**src/include/mfp_pkg.sv**
```systemverilog
package mfp_pkg;
    // ------------------------------------------------------------
    // Coprocessor register numbers
    // ------------------------------------------------------------
    localparam logic [3:0] CP_CTRL = 4'h1;
    localparam logic [3:0] CP_DOMAIN = 4'h3;
    localparam logic [3:0] CP_STATUS = 4'h5;
    localparam logic [3:0] CP_FADDR = 4'h6;
    localparam logic [31:0] CTRL_RST = 32'h0000_0000;
    localparam logic [31:0] DOMAIN_RST = 32'h0000_0000;
    localparam logic [31:0] ZERO_WORD = 32'h0000_0000;
    // ------------------------------------------------------------
    // Control bit positions
    // ------------------------------------------------------------
    localparam int CTRL_MMU_BIT = 0;
    localparam int CTRL_ALIGN_BIT = 1;
    localparam int CTRL_SYS_BIT = 8;
    localparam int CTRL_ROM_BIT = 9;
    localparam int CTRL_FAST_BIT = 30;
    // ------------------------------------------------------------
    // Descriptor fields and encodings
    // ------------------------------------------------------------
    localparam int DESC_B_BIT = 2;
    localparam int DESC_C_BIT = 3;
    localparam int L1_DOM_LSB = 5;
    localparam int SEC_AP_LSB = 10;
    localparam int SUBP_AP_LSB = 4;
    localparam int SEC_BASE_LSB = 20;
    localparam int SMALL_BASE_LSB = 12;
    localparam int LARGE_BASE_LSB = 16;
    localparam int SMALL_QTR_LSB = 10;
    localparam int LARGE_QTR_LSB = 14;
    localparam int FSR_DOM_LSB = 4;
    localparam int DOM_W = 4;
    localparam int FC_W = 4;
    localparam logic [1:0] DESC_INVALID = 2'h0;
    localparam logic [1:0] L1_PAGE = 2'h1;
    localparam logic [1:0] L1_SECTION = 2'h2;
    localparam logic [1:0] L2_LARGE = 2'h1;
    localparam logic [1:0] L2_SMALL = 2'h2;
    localparam logic [1:0] DOM_NONE = 2'h0;
    localparam logic [1:0] DOM_CLIENT = 2'h1;
    localparam logic [1:0] DOM_RSVD = 2'h2;
    localparam logic [1:0] DOM_MGR = 2'h3;
    localparam logic [1:0] PERM_PROT = 2'h0;
    localparam logic [1:0] PERM_SUP = 2'h1;
    localparam logic [1:0] PERM_UREAD = 2'h2;
    localparam logic [1:0] PERM_FULL = 2'h3;
    // ------------------------------------------------------------
    // Fault codes, highest priority first
    // ------------------------------------------------------------
    localparam logic [3:0] FC_ALIGN = 4'h1;
    localparam logic [3:0] FC_L1_BUS = 4'hC;
    localparam logic [3:0] FC_L2_BUS = 4'hE;
    localparam logic [3:0] FC_XL_SEC = 4'h5;
    localparam logic [3:0] FC_XL_PAGE = 4'h7;
    localparam logic [3:0] FC_DOM_SEC = 4'h9;
    localparam logic [3:0] FC_DOM_PAGE = 4'hB;
    localparam logic [3:0] FC_PERM_SEC = 4'hD;
    localparam logic [3:0] FC_PERM_PAGE = 4'hF;
    localparam logic [3:0] FC_LF_SEC = 4'h4;
    localparam logic [3:0] FC_LF_PAGE = 4'h6;
    localparam logic [3:0] FC_BUS_SEC = 4'h8;
    localparam logic [3:0] FC_BUS_PAGE = 4'hA;

    // Keep the descriptor bits above lsb, the virtual bits below it
    function automatic logic [31:0] mfp_merge(input logic [31:0] base,
                                              input logic [31:0] va,
                                              input int lsb);
        logic [31:0] lo_mask;
        lo_mask = 32'hFFFF_FFFF >> (32 - lsb);
        return (base & ~lo_mask) | (va & lo_mask);
    endfunction : mfp_merge
endpackage : mfp_pkg

```
**src/rtl/mfp_access_check.sv**
```systemverilog
`timescale 1ns/10ps
module mfp_access_check
    import mfp_pkg::*;
(
    input logic sys_clk,
    input logic rst_n,
    // Coprocessor register port
    input logic cp_wr,
    input logic cp_rd,
    input logic [3:0] cp_sel,
    input logic [31:0] cp_wdata,
    output logic [31:0] cp_rdata,
    // Access from the core, with its walk results
    input logic acc_valid,
    input logic [31:0] acc_vaddr,
    input logic acc_write,
    input logic acc_user,
    input logic acc_byte,
    input logic acc_instr,
    input logic [31:0] l1_desc,
    input logic l1_bus_err,
    input logic [31:0] l2_desc,
    input logic l2_bus_err,
    // Bus errors on data traffic already under way
    input logic bus_err_valid,
    input logic bus_err_linefetch,
    input logic bus_err_page,
    input logic [3:0] bus_err_domain,
    input logic [31:0] bus_err_addr,
    input logic [31:0] line_start_addr,
    // Memory side
    output logic mem_req,
    output logic [31:0] mem_addr,
    output logic mem_cacheable,
    output logic mem_bufferable,
    output logic data_abort,
    output logic prefetch_abort_tag
);
    // ------------------------------------------------------------
    // State
    // ------------------------------------------------------------
    typedef struct packed {
        logic [31:0] ctrl;
        logic [31:0] dom;
        logic [31:0] rdata;
        logic req;
        logic [31:0] addr;
        logic cach;
        logic bufw;
        logic dabt;
        logic ptag;
    } mfp_top_t;

    mfp_top_t st_q;
    mfp_top_t st_d;

    logic mmu_on;
    logic align_on;
    logic fast_on;
    logic align_hit;
    logic [1:0] l1_type;
    logic [1:0] l2_type;
    logic is_sec;
    logic is_page;
    logic is_large;
    logic is_small;
    logic [3:0] dom_num;
    logic [1:0] dom_val;
    logic [1:0] qtr;
    logic [1:0] cur_ap;
    logic dom_fault;
    logic perm_fault;
    logic acc_fault;
    logic [3:0] acc_code;
    logic [31:0] pa;
    logic use_c;
    logic use_b;
    logic data_fault;
    logic rec_en;
    logic [3:0] rec_code;
    logic [3:0] rec_dom;
    logic [31:0] rec_addr;
    logic [31:0] fsr_w;
    logic [31:0] far_w;

    // ------------------------------------------------------------
    // Descriptor decode
    // ------------------------------------------------------------
    // Control bits steer every check below
    always_comb begin
        mmu_on = st_q.ctrl[CTRL_MMU_BIT];
        align_on = st_q.ctrl[CTRL_ALIGN_BIT];
        fast_on = st_q.ctrl[CTRL_FAST_BIT];
    end

    // Alignment does not depend on translation being on
    always_comb begin
        align_hit = align_on && !acc_instr && !acc_byte &&
                    (acc_vaddr[1:0] != DESC_INVALID);
    end

    // Descriptor types
    always_comb begin
        l1_type = l1_desc[1:0];
        l2_type = l2_desc[1:0];
        is_sec = (l1_type == L1_SECTION);
        is_page = (l1_type == L1_PAGE);
        is_large = (l2_type == L2_LARGE);
        is_small = (l2_type == L2_SMALL);
    end

    // Domain field chosen by the first-level domain number
    always_comb begin
        dom_num = l1_desc[L1_DOM_LSB +: DOM_W];
        dom_val = st_q.dom[2*dom_num +: 2];
    end

    // Quarter of the page picks one of four sub-page fields
    always_comb begin
        qtr = is_large ? acc_vaddr[LARGE_QTR_LSB +: 2]
                       : acc_vaddr[SMALL_QTR_LSB +: 2];
        if (is_sec) begin
            cur_ap = l1_desc[SEC_AP_LSB +: 2];
        end else begin
            cur_ap = l2_desc[SUBP_AP_LSB + 2*qtr +: 2];
        end
    end

    mfp_perm_check u_perm (
        .dom_val(dom_val),
        .ap(cur_ap),
        .sys_prot(st_q.ctrl[CTRL_SYS_BIT]),
        .rom_prot(st_q.ctrl[CTRL_ROM_BIT]),
        .user(acc_user),
        .write(acc_write),
        .dom_fault(dom_fault),
        .perm_fault(perm_fault)
    );

    // ------------------------------------------------------------
    // Fault priority
    // ------------------------------------------------------------
    // First hit wins; later checks are never consulted
    always_comb begin
        acc_fault = 1'b1;
        acc_code = FC_ALIGN;
        if (align_hit) begin
            acc_code = FC_ALIGN;
        end else if (!mmu_on) begin
            acc_fault = 1'b0;
        end else if (l1_bus_err) begin
            acc_code = FC_L1_BUS;
        end else if (!is_sec && !is_page) begin
            acc_code = FC_XL_SEC;
        end else if (is_page && l2_bus_err) begin
            acc_code = FC_L2_BUS;
        end else if (is_page && !is_large && !is_small) begin
            acc_code = FC_XL_PAGE;
        end else if (dom_fault) begin
            acc_code = is_sec ? FC_DOM_SEC : FC_DOM_PAGE;
        end else if (perm_fault) begin
            acc_code = is_sec ? FC_PERM_SEC : FC_PERM_PAGE;
        end else begin
            acc_fault = 1'b0;
        end
    end

    // ------------------------------------------------------------
    // Physical address and attributes
    // ------------------------------------------------------------
    // Flat mapping when translation is off
    always_comb begin
        pa = acc_vaddr;
        use_c = 1'b0;
        use_b = 1'b0;
        if (mmu_on && is_sec) begin
            pa = mfp_merge(l1_desc, acc_vaddr, SEC_BASE_LSB);
            use_c = l1_desc[DESC_C_BIT];
            use_b = l1_desc[DESC_B_BIT];
        end else if (mmu_on && is_page) begin
            if (is_large) begin
                pa = mfp_merge(l2_desc, acc_vaddr, LARGE_BASE_LSB);
            end else begin
                pa = mfp_merge(l2_desc, acc_vaddr, SMALL_BASE_LSB);
            end
            use_c = l2_desc[DESC_C_BIT];
            use_b = l2_desc[DESC_B_BIT];
        end
    end

    // ------------------------------------------------------------
    // Fault recording
    // ------------------------------------------------------------
    // A data access fault outranks any bus error arriving alongside it; a prefetch fault is not recorded
    always_comb begin
        data_fault = acc_valid && !acc_instr && acc_fault;
        rec_en = data_fault || bus_err_valid;
        rec_code = acc_code;
        rec_dom = dom_num;
        rec_addr = acc_vaddr;
        if (!data_fault) begin
            rec_dom = bus_err_domain;
            rec_addr = bus_err_addr;
            if (bus_err_linefetch) begin
                rec_code = bus_err_page ? FC_LF_PAGE : FC_LF_SEC;
                rec_addr = line_start_addr;
            end else begin
                rec_code = bus_err_page ? FC_BUS_PAGE : FC_BUS_SEC;
            end
        end
    end

    mfp_fault_record u_rec (
        .sys_clk(sys_clk),
        .rst_n(rst_n),
        .rec_en(rec_en),
        .rec_code(rec_code),
        .rec_dom(rec_dom),
        .rec_addr(rec_addr),
        .status(fsr_w),
        .fault_addr(far_w)
    );

    // ------------------------------------------------------------
    // Next state
    // ------------------------------------------------------------
    // Register port, then the access outcome for the next cycle
    always_comb begin
        st_d = st_q;
        if (cp_wr && cp_sel == CP_CTRL) begin
            st_d.ctrl = cp_wdata;
        end
        if (cp_wr && cp_sel == CP_DOMAIN) begin
            st_d.dom = cp_wdata;
        end
        if (cp_rd) begin
            case (cp_sel)
                CP_CTRL: st_d.rdata = st_q.ctrl;
                CP_DOMAIN: st_d.rdata = st_q.dom;
                CP_STATUS: st_d.rdata = fsr_w;
                CP_FADDR: st_d.rdata = far_w;
                default: st_d.rdata = ZERO_WORD;
            endcase
        end
        // A fault never lets the memory cycle start
        st_d.req = acc_valid && !acc_fault;
        st_d.cach = acc_valid && !acc_fault && use_c;
        st_d.bufw = acc_valid && !acc_fault && use_b;
        // Fast bus leaks the translated address only, no cycle
        if (acc_valid && (!acc_fault || fast_on)) begin
            st_d.addr = pa;
        end
        st_d.dabt = data_fault || bus_err_valid;
        // Prefetch faults travel with the instruction as a tag
        st_d.ptag = acc_valid && acc_instr && acc_fault;
    end

    always_ff @(posedge sys_clk or negedge rst_n) begin
        if (!rst_n) begin
            st_q.ctrl <= CTRL_RST;
            st_q.dom <= DOMAIN_RST;
            st_q.rdata <= ZERO_WORD;
            st_q.req <= 1'b0;
            st_q.addr <= ZERO_WORD;
            st_q.cach <= 1'b0;
            st_q.bufw <= 1'b0;
            st_q.dabt <= 1'b0;
            st_q.ptag <= 1'b0;
        end else begin
            st_q <= st_d;
        end
    end

    // Outputs come straight from the state flops
    assign cp_rdata = st_q.rdata;
    assign mem_req = st_q.req;
    assign mem_addr = st_q.addr;
    assign mem_cacheable = st_q.cach;
    assign mem_bufferable = st_q.bufw;
    assign data_abort = st_q.dabt;
    assign prefetch_abort_tag = st_q.ptag;
endmodule : mfp_access_check

```
**src/rtl/mfp_fault_record.sv**
```systemverilog
`timescale 1ns/10ps
module mfp_fault_record
    import mfp_pkg::*;
(
    input logic sys_clk,
    input logic rst_n,
    input logic rec_en,
    input logic [3:0] rec_code,
    input logic [3:0] rec_dom,
    input logic [31:0] rec_addr,
    output logic [31:0] status,
    output logic [31:0] fault_addr
);
    typedef struct packed {
        logic [31:0] status;
        logic [31:0] faddr;
    } mfp_rec_t;

    mfp_rec_t st_q;
    mfp_rec_t st_d;

    // Capture status and address together on a data abort
    always_comb begin
        st_d = st_q;
        if (rec_en) begin
            st_d.status = ZERO_WORD;
            st_d.status[FSR_DOM_LSB +: DOM_W] = rec_dom;
            st_d.status[FC_W-1:0] = rec_code;
            st_d.faddr = rec_addr;
        end
    end

    always_ff @(posedge sys_clk or negedge rst_n) begin
        if (!rst_n) begin
            st_q <= '0;
        end else begin
            st_q <= st_d;
        end
    end

    assign status = st_q.status;
    assign fault_addr = st_q.faddr;
endmodule : mfp_fault_record

```
**src/rtl/mfp_perm_check.sv**
```systemverilog
`timescale 1ns/10ps
module mfp_perm_check
    import mfp_pkg::*;
(
    input logic [1:0] dom_val,
    input logic [1:0] ap,
    input logic sys_prot,
    input logic rom_prot,
    input logic user,
    input logic write,
    output logic dom_fault,
    output logic perm_fault
);
    // ------------------------------------------------------------
    // Permission table
    // ------------------------------------------------------------
    function automatic logic perm_ok(input logic [1:0] code, input logic s,
                                     input logic r, input logic u,
                                     input logic w);
        logic ok;
        ok = 1'b0;
        case (code)
            PERM_PROT: begin
                // Both protect bits set is reserved and denied
                if (s && !r) begin
                    ok = !u && !w;
                end else if (r && !s) begin
                    ok = !w;
                end
            end
            PERM_SUP: ok = !u;
            PERM_UREAD: ok = !(u && w);
            PERM_FULL: ok = 1'b1;
            default: ok = 1'b0;
        endcase
        return ok;
    endfunction : perm_ok

    // Domain gate first; only client domains see the permission bits
    always_comb begin
        dom_fault = (dom_val == DOM_NONE) || (dom_val == DOM_RSVD);
        perm_fault = (dom_val == DOM_CLIENT) &&
                     !perm_ok(ap, sys_prot, rom_prot, user, write);
    end
endmodule : mfp_perm_check
```
**config.mk**
```make
export PLATFORM = sky130hd
export DESIGN_NAME = mfp_access_check
export DESIGN_NICKNAME = d
export VERILOG_FILES = /design/src/include/mfp_pkg.sv /design/src/rtl/mfp_access_check.sv /design/src/rtl/mfp_fault_record.sv /design/src/rtl/mfp_perm_check.sv
export SDC_FILE = /design/constraint.sdc
export NUM_CORES = 1
export LEC_CHECK = 0
export BUFFER_PORTS_ARGS = -buffer_cell sky130_fd_sc_hd__buf_4
export CORE_MARGIN = 2
export CORE_UTILIZATION = 47
export DETAILED_ROUTE_END_ITERATION = 7
export GPL_TIMING_DRIVEN = 0
export HOLD_SLACK_MARGIN = 0.06
export PLACE_DENSITY = 0.77
export SETUP_SLACK_MARGIN = 0.4
export SKIP_CTS_REPAIR_TIMING = 1
export SLEW_MARGIN = 25
export SYNTH_ARGS = -nofsm -noshare
export SYNTH_HDL_FRONTEND = slang
export SYNTH_SLANG_ARGS = --single-unit
```
**constraint.sdc**
```tcl
create_clock -name sys_clk -period 2.7 [get_ports sys_clk]
set_input_delay 0.405 -clock sys_clk [delete_from_list [all_inputs] [get_ports sys_clk]]
set_output_delay 0.405 -clock sys_clk [all_outputs]
set_load 0.01 [all_outputs]
```
## Yosys cells after proc, flatten, opt, wreduce, memory -nomap -nowiden

Index checks and enable logic that the tools add are counted.

- Output and inout port bits: 69
- Bits of input ports: 214
- Register bits after elaboration: 173

- Bitwise operators: 3
- Muxes and demuxes: 38
- $add $sub $neg: 1
- Shift-type cells: 2
- Reductions and logical operators: 43
- Eq/ne operators: 13

Operators by type and width:

| cell | number |
|---|---|
| 32-bit two-way mux | 5 |
| 32-bit one-hot mux with 4 select lines | 1 |
| 4-bit two-way mux | 11 |
| 32-bit by 12-bit OR with 32-bit output | 1 |
| 32-bit by 16-bit OR with 32-bit output | 1 |
| 32-bit by 20-bit OR with 32-bit output | 1 |
| 32-bit by 5-bit indexed part select with 2-bit output | 1 |
| 32-bit by 6-bit indexed part select with 2-bit output | 1 |
| 1-bit logical AND | 24 |
| 1-bit two-way mux | 14 |
| 1-bit logical NOT | 13 |
| 2-bit two-way mux | 6 |
| 2-bit equality test (second input constant) | 5 |
| 2-bit by 1-bit equality test with 1-bit output (second input constant) | 4 |
| 4-bit by 3-bit equality test with 1-bit output (second input constant) | 2 |
| 3-bit by 3-bit adder with 4-bit output (first input constant) | 1 |
| 4-bit by 1-bit equality test with 1-bit output (second input constant) | 1 |
| 4-bit by 2-bit equality test with 1-bit output (second input constant) | 1 |
| 2-bit logical NOT | 2 |
| 1-bit one-hot mux with 4 select lines | 1 |
| 1-bit logical OR | 3 |
| 2-bit nonzero test | 1 |

## Longest topological paths before layout

Gate-level depths: netlist of the first run.

- Depth after elaboration: 20
- Mapped depth: 11

## Modules after synthesis

A second synthesis of the first run with hierarchy kept.

- Cell total of the unflattened synthesis: 782
- Area, all modules: 9605.5 um^2

By module, submodules not included:

| module | area each (um^2) | cells an instance | seq. area each (um^2) | times used |
|---|---|---|---|---|
| mfp_access_check | 7870.0 | 665 | 3328.2 | 1 |
| mfp_fault_record | 1680.4 | 109 | 1001.0 | 1 |
| mfp_perm_check | 55.1 | 8 | 0.0 | 1 |

## Worst setup path after synthesis of the first run

OpenSTA, ideal clock, no wires.

- Kind: input to register
- From: in l2_desc[1]
- To: reg u_rec.st_q (netlist bit u_rec.fault_addr[1])
- Path buffers: 2
- Cell stages on the path: 10
- Slack: -326 ps
- Arrival time: 2887 ps
- Cells stage by stage: nand2b_4 -> mux2i_1 -> mux2_4 -> a2111o_1 -> a221o_1 -> o31a_1 -> a21oi_4 -> buf_6 -> buf_6 -> o22ai_1

- Longest elaborated chain between the ends: 19
- Elaborated cells between the ends (all ways): 28
- Classes of those cells: 1 x add/sub; 5 x eq/ne; 1 x shift; 12 x mux; 9 x reduce/logical

RTL lines:

| what | line | source |
|---|---|---|
| start, declared | mfp_access_check.sv:22 | `input logic [31:0] l2_desc,` |
| 2-bit by 1-bit equality test with 1-bit output | mfp_access_check.sv:108 | `is_large = (l2_type == L2_LARGE);` |
| 2-bit two-way mux | mfp_access_check.sv:120 | `qtr = is_large ? acc_vaddr[LARGE_QTR_LSB +: 2]` |
| 3-bit by 3-bit adder with 4-bit output | mfp_access_check.sv:125 | `cur_ap = l2_desc[SUBP_AP_LSB + 2*qtr +: 2];` |
| 32-bit by 5-bit indexed part select with 2-bit output | mfp_access_check.sv:125 |  |
| 2-bit two-way mux | mfp_access_check.sv:122 | `if (is_sec) begin` |
| 2-bit equality test, or another cell as far along | mfp_perm_check.sv:22 | `case (code)` |
| 1-bit one-hot mux with 4 select lines | mfp_perm_check.sv:22 |  |
| 1-bit logical NOT | mfp_perm_check.sv:43 | `!perm_ok(ap, sys_prot, rom_prot, user, write);` |
| (+3 left out) | n/a |  |
| 1-bit two-way mux (*) | mfp_access_check.sv:157 | `end else if (is_page && !is_large && !is_small) begin` |
| 1-bit two-way mux (*) | mfp_access_check.sv:155 | `end else if (is_page && l2_bus_err) begin` |
| 1-bit two-way mux (*) | mfp_access_check.sv:153 | `end else if (!is_sec && !is_page) begin` |
| 1-bit two-way mux (*) | mfp_access_check.sv:151 | `end else if (l1_bus_err) begin` |
| 1-bit two-way mux (*) | mfp_access_check.sv:149 | `end else if (!mmu_on) begin` |
| 1-bit two-way mux (*) | mfp_access_check.sv:147 | `if (align_hit) begin` |
| 1-bit logical AND (*) | mfp_access_check.sv:196 | `data_fault = acc_valid && !acc_instr && acc_fault;` |
| 32-bit two-way mux / 1-bit logical OR (equally long branches) | mfp_access_check.sv:201, mfp_access_check.sv:197 |  |
| end signal, assigned | mfp_fault_record.sv:37 | `st_q <= st_d;` |
| end, declared | mfp_fault_record.sv:19 | `mfp_rec_t st_q;` |

Every way passes the cells marked *; elsewhere a longest branch is shown, timed or not.
A chain may end at the register's enable or synchronous reset.

## Final worst setup path of the first run

- From: in l2_desc[1]
- To: reg u_rec.st_q (netlist bit u_rec.status[4])

- Longest elaborated chain between the ends: 19
- Elaborated cells between the ends (all ways): 28
- Classes of those cells: 1 x add/sub; 5 x eq/ne; 1 x shift; 12 x mux; 9 x reduce/logical

RTL lines:

| what | line |
|---|---|
| 2-bit by 1-bit equality test with 1-bit output | mfp_access_check.sv:108 |
| 2-bit two-way mux | mfp_access_check.sv:120 |
| 3-bit by 3-bit adder with 4-bit output | mfp_access_check.sv:125 |
| 32-bit by 5-bit indexed part select with 2-bit output | mfp_access_check.sv:125 |
| 2-bit two-way mux | mfp_access_check.sv:122 |
| 2-bit equality test, or another cell as far along | mfp_perm_check.sv:22 |
| 1-bit one-hot mux with 4 select lines | mfp_perm_check.sv:22 |
| 1-bit logical NOT | mfp_perm_check.sv:43 |
| (+3 left out) | n/a |
| 1-bit two-way mux (*) | mfp_access_check.sv:157 |
| 1-bit two-way mux (*) | mfp_access_check.sv:155 |
| 1-bit two-way mux (*) | mfp_access_check.sv:153 |
| 1-bit two-way mux (*) | mfp_access_check.sv:151 |
| 1-bit two-way mux (*) | mfp_access_check.sv:149 |
| 1-bit two-way mux (*) | mfp_access_check.sv:147 |
| 1-bit logical AND (*) | mfp_access_check.sv:196 |
| 4-bit two-way mux / 1-bit logical OR (equally long branches) | mfp_access_check.sv:201, mfp_access_check.sv:197 |

Marks and branches as above.

==> flow_metrics.py, run 1 <==
metrics = {
    "yosys": {
        "yosys-top-cells-count": "dfrtp_1, mux2_2, nand2_1, buf_4, o22ai_1",
        "synth_area_um2": 9170,
        "synthMuxAreaShare_pct": 20.5,
        "synth-async-reset-ratio_pct": 100,
        "synth.top_cell.area_share_pct": 47.2,
        "yosysSeqAreaShare_pct": 47.2,
        "syn_nets": 1045,
        "synthAdderAreaFrac_pct": 0.273,
        "synth_edf_count": 0,
        "syn-instance-count": 829,
        "yosysMostFrequentCell": "dfrtp_1",
        "avgSynthCellArea_um2": 11.1,
        "synth_xor_area_share_pct": 0.191,
        "netlist-cell-type-count": 56,
        "synth_top_family_by_area": "multiplexers",
        "yosysTopAreaCell": "dfrtp_1",
        "ys_ff_latch": 173,
        "synth-simple-area-share_pct": 6.89,
        "synth_ff_type": "dfrtp_1",
        "synth_warnings": 0,
        "synth_compound_area_share_pct": 15.0,
        "synth.top_cells.by_area": "dfrtp_1, mux2_2, buf_4",
    },
    "worst_setup_path": {
        "worstSetupPathType": "in2reg",
        "critPathRequiredTime_ps": 3010,
        "start_kind": "input port",
        "crit_path_end_kind": "flop",
        "arrival_ps": 3080,
        "path_max_fanout": 4,
    },
    "global_routing": {
        "grt_max_degree": 67,
        "grt_pass1_vias": 7938,
        "grt_pass1_wl_um": 43700,
        "grt_overflow": 0,
        "antenna_found_initial": 0,
        "grtUsageTotal_pct": 28.3,
    },
    "final_layout": {
        "nNetsFinal": 1349,
        "diodes": 0,
        "drive_above_1_share_pct": 45.8,
        "syn_to_final_growth_pct": 35.5,
        "multi_input_area_um2": 4020,
        "fillers": 1617,
        "seqCellArea_um2": 4330,
        "fin_area_um2": 12400,
    },
    "status": {
        "violations": "DRC, setup timing",
        "status": "finished with violations",
    },
    "timing": {
        "period_share_pct": 103,
        "tightest_slew_ps": 1040,
        "setup_viol": 67,
        "final.setup.worst_slack_ps": -73.4,
        "drv_slew": 0,
        "max_freq_mhz": 361,
        "finalHoldViolCount": 0,
        "rsz0062_at_grt": "yes",
        "fin_hold_ws_ps": 215,
        "finalCriticalPeriod_ps": 2770,
        "relSlewSlack_pct": 30.9,
        "finalClockSkew_ps": 11.0,
    },
    "pwr": {
        "power_density_nw_per_um2": 646,
        "worst_ir_drop_vdd_uv": 497,
        "power.total_mw": 8.03,
        "leakagePower_nw": 5.80,
    },
    "cts": {
        "clkSlewWorstSetupHoldPaths_ps": 70,
        "cts_htree_levels": 4,
        "cts_buffers": 17,
        "cts-root-buf": "clkbuf_16",
        "cts_tree": "done",
        "cts_buffer_depth": 2,
        "clk_latency_ps": 430,
        "cts.sinks": 173,
    },
    "detailed_routing": {
        "routed-via-count": 7931,
        "wl_per_cell_um": 20.9,
        "first_pass_iters": 8,
        "routed_wirelength_um": 29500,
        "drc": 4,
        "drt-initial-drc-count": 671,
        "vias_per_cell": 5.63,
        "ant_nets": 0,
    },
    "placed_design": {
        "numPortBuffers": 266,
        "gp_congestion": 0.881,
        "post-dp-hpwl_um": 22600,
        "postPlaceCellArea_um2": 11600,
    },
    "die": {
        "die-area_um2": 20600,
        "fp.dieW_um": 144,
        "io_pins": 283,
        "rows": 51,
        "die_h_um": 144,
        "core_area_um2": 19300,
        "start_util_pct": 47.6,
    },
    "run": {
        "drv_cap": 0,
    },
    "worst_hold_path": {
        "hp-class": "in2reg",
    },
}
-- layout by cell type, fill, tap and decap left out, drive strengths merged, types with 5 or more instances in the layout --
master,n
a21boi,8
a21oi,16
a222oi,32
and3b,10
buf,368
clkbuf,60
dfrtp,173
inv,40
mux2,115
mux2i,40
mux4,8
nand2,84
nor2,5
nor2b,6
o21ai,51
o22ai,64
-- stage by stage --
step                worst slack [ps]  TNS (ps)  instances  utilization (%)
floorplan                       -112     -5380        829                -
global placement                -626    -59740       1360             59.8
detailed placement              -736    -40730       1364             60.2
CTS                             -295     -7900       1393             63.3
global route                    -122     -6280       1408             64.5
finish                         -73.4     -2270       1408             64.5
-- worst paths after layout --
kind	from	endpoint	slack, ps	depth (start not counted)
worst max-delay path	l2_desc[1]	u_rec.status[4]$_DFFE_PN0P_	-70	10
worst min-delay path	cp_wdata[25]	st_q[94]$_DFFE_PN0P_	220	2
worst max register to register	st_q[96]$_DFFE_PN0P_	u_rec.status[4]$_DFFE_PN0P_	-50	7
worst min register to register	mem_addr[0]$_DFFE_PN0P_	mem_addr[0]$_DFFE_PN0P_	510	1
max in group asynchronous	rst_n	u_rec.status[0]$_DFFE_PN0P_	1530	3
min in group asynchronous	rst_n	cp_rdata[9]$_DFFE_PN0P_	490	2
-- area by class of cell --
type                    instances  share of cell area, %
multi-input cells             493                   32.3
plain buffers                 123                   6.23
well taps                     265                   2.67
inverters                      40                   1.21
repair buffers                285                   17.9
flip-flops and latches        173                   34.8
clock buffers                  21                   3.63
clock inverters                 8                   1.15
-- kinds of logic after synthesis --
group / after synthesis
muxes: 163
and+or+nand+nor: 129
DFF: 173
buffers and inverters: 163
xor gates and xnor gates: 2
adders and majority gates: 2
AOI/OAI and AO/OA: 197
-- registers in the layout (all words and copies together) (netlist names) --
signal,count
mem_req,1
prefetch_abort_tag,1
mem_bufferable,1
fast_on,1
align_on,1
cp_rdata,32
mmu_on,1
u_rec.status,8
mem_addr,32
st_q,61
u_rec.fault_addr,32
data_abort,1
mem_cacheable,1
-- layer usage --
metal  share of wire [%]  global-route usage, %  up-vias
met3                 8.6                   6.10       55
met4                 3.0                   9.75        0
met2                  49                   47.5      412
met5                   0                      0        -
li1                    -                      -     3582
met1                  39                   36.3     3882
-- critical path, cell delays in order --
cell,delay (ps)
buf_8,80
nand2b_4,150
mux2i_4,250
mux2_4,340
a2111o_1,440
a221o_1,390
o31a_1,340
a21oi_4,230
buf_12,150
mux2_4,290
-- report_power, final --
group / switching, mW / internal, mW
Clock: 0.992 / 1.55
Sequential: 0.343 / 3.05
Combinational: 0.889 / 1.20
Note: power is estimated with default switching activity, not from simulation.
==> inputs of run 2 (changes only) <==
- CORE_UTILIZATION: 47 -> 56
- PLACE_DENSITY: 0.77 -> 0.86
- clock period: 2.7 -> 3.3 ns (I/O delays scaled with it)
==> flow_metrics.py, run 2 (synthesis results as in run 1) <==
metrics = {
    "status": {
        "status": "complete, no violations",
    },
    "placed_design": {
        "gp_congestion": 0.890,
        "numPortBuffers": 266,
        "dp_slack_ps": -120,
        "placed_cells": 1313,
        "post-dp-hpwl_um": 21600,
    },
    "worst_setup_path": {
        "arrival_ps": 3220,
        "worstPathCellList": "buf_8, nand2b_4, mux2i_4, mux2_4, a2111o_1, a221o_1, o31a_1, a21oi_4, buf_12, mux2_4",
        "cpMaxStageDelayCell": "a2111o_1",
        "r2r_cells": 7,
        "cpPeakStageDelay_ps": 460,
        "worstSetupPathType": "in2reg",
        "start_kind": "input port",
        "path_max_fanout": 4,
        "critPathRequiredTime_ps": 3620,
        "cpMostUsedCell": "mux2_4",
        "crit_path_end_kind": "flop",
    },
    "worst_hold_path": {
        "hp-class": "in2reg",
        "holdPathStages": 2,
    },
    "timing": {
        "finalHoldViolCount": 0,
        "finalClockSkew_ps": 17.4,
        "finalCriticalPeriod_ps": 2900,
        "setup_viol": 0,
        "relSlewSlack_pct": 35.0,
        "rsz0062_at_grt": "no",
        "max_freq_mhz": 345,
        "final.setup.worst_slack_ps": 400,
        "tightest_slew_ps": 961,
        "period_share_pct": 87.9,
        "drv_slew": 0,
    },
    "die": {
        "die-area_um2": 17400,
        "die_h_um": 132,
        "rows": 46,
        "io_pins": 283,
        "fp.dieW_um": 132,
        "start_util_pct": 57.5,
        "core_area_um2": 15900,
    },
    "cts": {
        "cts_buffers": 17,
        "clk_latency_ps": 440,
        "cts_tree": "done",
        "cts_htree_levels": 4,
        "clkSlewWorstSetupHoldPaths_ps": 70,
        "cts_buffer_depth": 2,
        "cts-root-buf": "clkbuf_16",
        "cts.sinks": 173,
    },
    "global_routing": {
        "grt_max_degree": 76,
        "grtUsageTotal_pct": 32.2,
        "grt_pass1_vias": 7878,
        "grt_overflow": 0,
        "grt_pass1_wl_um": 43100,
        "antenna_found_initial": 0,
    },
    "detailed_routing": {
        "drt-initial-drc-count": 999,
        "vias_per_cell": 5.85,
        "routed-via-count": 7920,
        "wl_per_cell_um": 21.1,
        "first_pass_iters": 6,
        "routed_wirelength_um": 28500,
        "drc": 0,
        "ant_nets": 0,
    },
    "final_layout": {
        "drive_above_1_share_pct": 45.1,
        "fillers": 1062,
        "nNetsFinal": 1340,
        "fin_util_pct": 76.8,
        "largest_reg_flops": 61,
        "stdcell_count": 1353,
        "diodes": 0,
        "layout_commonest_cell": "buf_4",
        "mostFrequentLayoutCells": "buf_4, dfrtp_1, mux2_2",
        "largest-register": "st_q",
        "syn_to_final_growth_pct": 33.5,
    },
    "run": {
        "drv_cap": 0,
    },
    "pwr": {
        "leakagePower_nw": 5.73,
        "power_density_nw_per_um2": 530,
        "worst_ir_drop_vdd_uv": 401,
        "power.total_mw": 6.49,
    },
}
## run 2: worst max-delay path, delay by kind of cell
| kind | cells | cell delay [ps] |
|---|---|---|
| compound gates | 4 | 1470 |
| simple gates | 1 | 140 |
| mux | 3 | 860 |
| buf+inv | 2 | 220 |
## run 2: per-layer routing
metal | GRT usage [%] | part of all wire (%) | vias to the layer above
li1 | - | - | 3575
met1 | 40.5 | 38 | 3862
met2 | 53.8 | 50 | 427
met3 | 8.88 | 9.2 | 56
met4 | 11.3 | 2.6 | 0
met5 | 0 | 0 | -
## run 2: worst paths after layout
check | start | endpoint | slack [ps]
worst max-delay path | l2_desc[1] | u_rec.status[4]$_DFFE_PN0P_ | 400
worst min-delay path | acc_vaddr[6] | mem_addr[6]$_DFFE_PN0P_ | 300
worst max register to register | st_q[94]$_DFFE_PN0P_ | u_rec.status[4]$_DFFE_PN0P_ | 450
max in group asynchronous | rst_n | cp_rdata[6]$_DFFE_PN0P_ | 2030
worst min register to register | mem_addr[7]$_DFFE_PN0P_ | mem_addr[7]$_DFFE_PN0P_ | 490
min in group asynchronous | rst_n | mem_addr[22]$_DFFE_PN0P_ | 550
## run 2: power by group
part | internal, mW | switching (mW) | total (mW) | leakage [nW]
Sequential | 2.50 | 0.283 | 2.78 | 2.12
Clock | 1.18 | 0.858 | 2.04 | 0.291
Combinational | 0.946 | 0.724 | 1.67 | 3.31
Total | 4.63 | 1.87 | 6.49 | 5.73
## run 2: per-stage QoR
stage | hold WS, ps | cell area, µm² | TNS, ps
after floorplan | 199 | 9180 | 0
after global placement | 470 | 11400 | -1830
after detailed placement | 428 | 11500 | -2920
after CTS | -31.0 | 12100 | 0
after global routing | 293 | 12200 | 0
final | 300 | 12200 | 0
## run 2: cell type report
| class | count | area [µm²] | area share [%] |
|---|---|---|---|
| tap | 216 | 270 | 2.21 |
| timing repair buffer | 276 | 2150 | 17.5 |
| clock buffer | 21 | 470 | 3.84 |
| sequential | 173 | 4330 | 35.4 |
| buffer | 123 | 763 | 6.24 |
| clock inverter | 11 | 129 | 1.05 |
| inverter | 40 | 150 | 1.23 |
| multi-input combinational | 493 | 3980 | 32.5 |
==> inputs of run 3 (changes only) <==
- PLACE_DENSITY: 0.86 -> 0.95
==> flow_metrics.py, run 3 (synthesis results as in run 1) <==
metrics = {
    "cts": {
        "cts_tree": "done",
        "cts.sinks": 173,
        "cts_buffers": 17,
        "clkSlewWorstSetupHoldPaths_ps": 70,
        "cts-root-buf": "clkbuf_16",
        "cts_htree_levels": 4,
        "cts_buffer_depth": 2,
        "clk_latency_ps": 430,
    },
    "die": {
        "fp.dieW_um": 132,
        "start_util_pct": 57.5,
        "rows": 46,
        "die-area_um2": 17400,
        "core_area_um2": 15900,
        "io_pins": 283,
        "die_h_um": 132,
    },
    "timing": {
        "drv_slew": 0,
        "relSlewSlack_pct": 28.4,
        "period_share_pct": 85.9,
        "fin_hold_ws_ps": 306,
        "rsz0062_at_grt": "no",
        "max_freq_mhz": 353,
        "finalHoldViolCount": 0,
        "tightest_slew_ps": 1060,
        "final.setup.tns_ps": 0,
        "setup_viol": 0,
        "finalClockSkew_ps": 9.34,
        "finalCriticalPeriod_ps": 2840,
    },
    "pwr": {
        "power.total_mw": 6.58,
        "leakagePower_nw": 5.71,
        "worst_ir_drop_vdd_uv": 381,
        "power_density_nw_per_um2": 538,
    },
    "status": {
        "status": "complete, no violations",
    },
    "final_layout": {
        "syn_to_final_growth_pct": 33.3,
        "seqCellArea_um2": 4330,
        "multi_input_area_um2": 3980,
        "layout_commonest_cell": "buf_4",
        "fillers": 1037,
        "nNetsFinal": 1337,
        "fin_util_pct": 76.6,
        "largest_reg_flops": 61,
        "mostFrequentLayoutCells": "buf_4, dfrtp_1, mux2_2",
        "diodes": 0,
        "drive_above_1_share_pct": 45.1,
        "largest-register": "st_q",
    },
    "worst_setup_path": {
        "crit_path_end_kind": "flop",
        "cpPeakStageDelay_ps": 500,
        "arrival_ps": 3150,
        "critPathRequiredTime_ps": 3620,
        "worstSetupPathType": "reg2reg",
        "start_kind": "flop",
        "path_max_fanout": 4,
        "cpMaxStageDelayCell": "mux4_2",
        "worstPathCellList": "mux4_2, mux2i_1, nor2_1, a221o_1, o31a_1, a21oi_4, buf_12, mux2_4",
    },
    "global_routing": {
        "grtUsageTotal_pct": 34.1,
        "grt_overflow": 0,
        "grt_pass1_wl_um": 46200,
        "grt_max_degree": 69,
        "grt_pass1_vias": 8391,
        "antenna_found_initial": 1,
    },
    "placed_design": {
        "gp_congestion": 0.862,
        "numPortBuffers": 266,
        "post-dp-hpwl_um": 22400,
    },
    "detailed_routing": {
        "ant_nets": 0,
        "routed-via-count": 8188,
        "routed_wirelength_um": 29900,
        "first_pass_iters": 7,
        "vias_per_cell": 6.07,
        "drc": 0,
        "wl_per_cell_um": 22.2,
        "drt-initial-drc-count": 889,
    },
    "worst_hold_path": {
        "hp-class": "in2reg",
    },
    "run": {
        "drv_cap": 0,
    },
}
## run 3: per-stage QoR
step	instance area, µm²	setup WS (ps)	std cells
6_report	12200	465	1350
5_1_grt	12200	392	1350
4_1_cts	12100	272	1345
3_5_place_dp	11500	-124	1313
3_3_place_gp	11400	-64.3	1311
2_1_floorplan	9180	398	829
## run 3: power breakdown
group	internal (mW)	leakage, nW	total (mW)	switching (mW)
clock network	1.21	0.293	2.11	0.904
logic	0.942	3.30	1.68	0.735
registers	2.50	2.12	2.79	0.294
## run 3: critical path, delay by kind of cell (launching register included)
kind | cells | cell delay, ps
mux | 3 | 1140
compound gates | 3 | 920
flops | 1 | 420
buf+inv | 1 | 150
simple gates | 1 | 100
## run 3: final timing paths
path | from | to | slack [ps] | cells past startpoint
worst min-delay path | acc_vaddr[7] | mem_addr[7]$_DFFE_PN0P_ | 310 | 2
worst min register to register | mem_addr[1]$_DFFE_PN0P_ | mem_addr[1]$_DFFE_PN0P_ | 510 | 1
worst max register to register | st_q[82]$_DFFE_PN0P_ | u_rec.status[4]$_DFFE_PN0P_ | 460 | 8
worst max-delay path | st_q[82]$_DFFE_PN0P_ | u_rec.status[4]$_DFFE_PN0P_ | 460 | 8
max in group asynchronous | rst_n | u_rec.fault_addr[9]$_DFFE_PN0P_ | 1760 | 4
min in group asynchronous | rst_n | mem_addr[29]$_DFFE_PN0P_ | 540 | 2
## run 3: per-layer routing
layer,up-vias,GRT usage [%],wire length (µm)
li1,3570,-,-
met1,3965,41.9,10900
met2,551,56.5,14600
met3,100,9.92,3140
met4,2,14.6,1240
met5,-,0,13
## run 3: cell type report
cell class,count,share of cell area (%)
sequential,173,35.4
buffer,123,6.25
timing repair buffer,273,17.3
clock inverter,15,1.53
clock buffer,17,3.48
multi-input combinational,493,32.6
tap,216,2.21
inverter,40,1.23
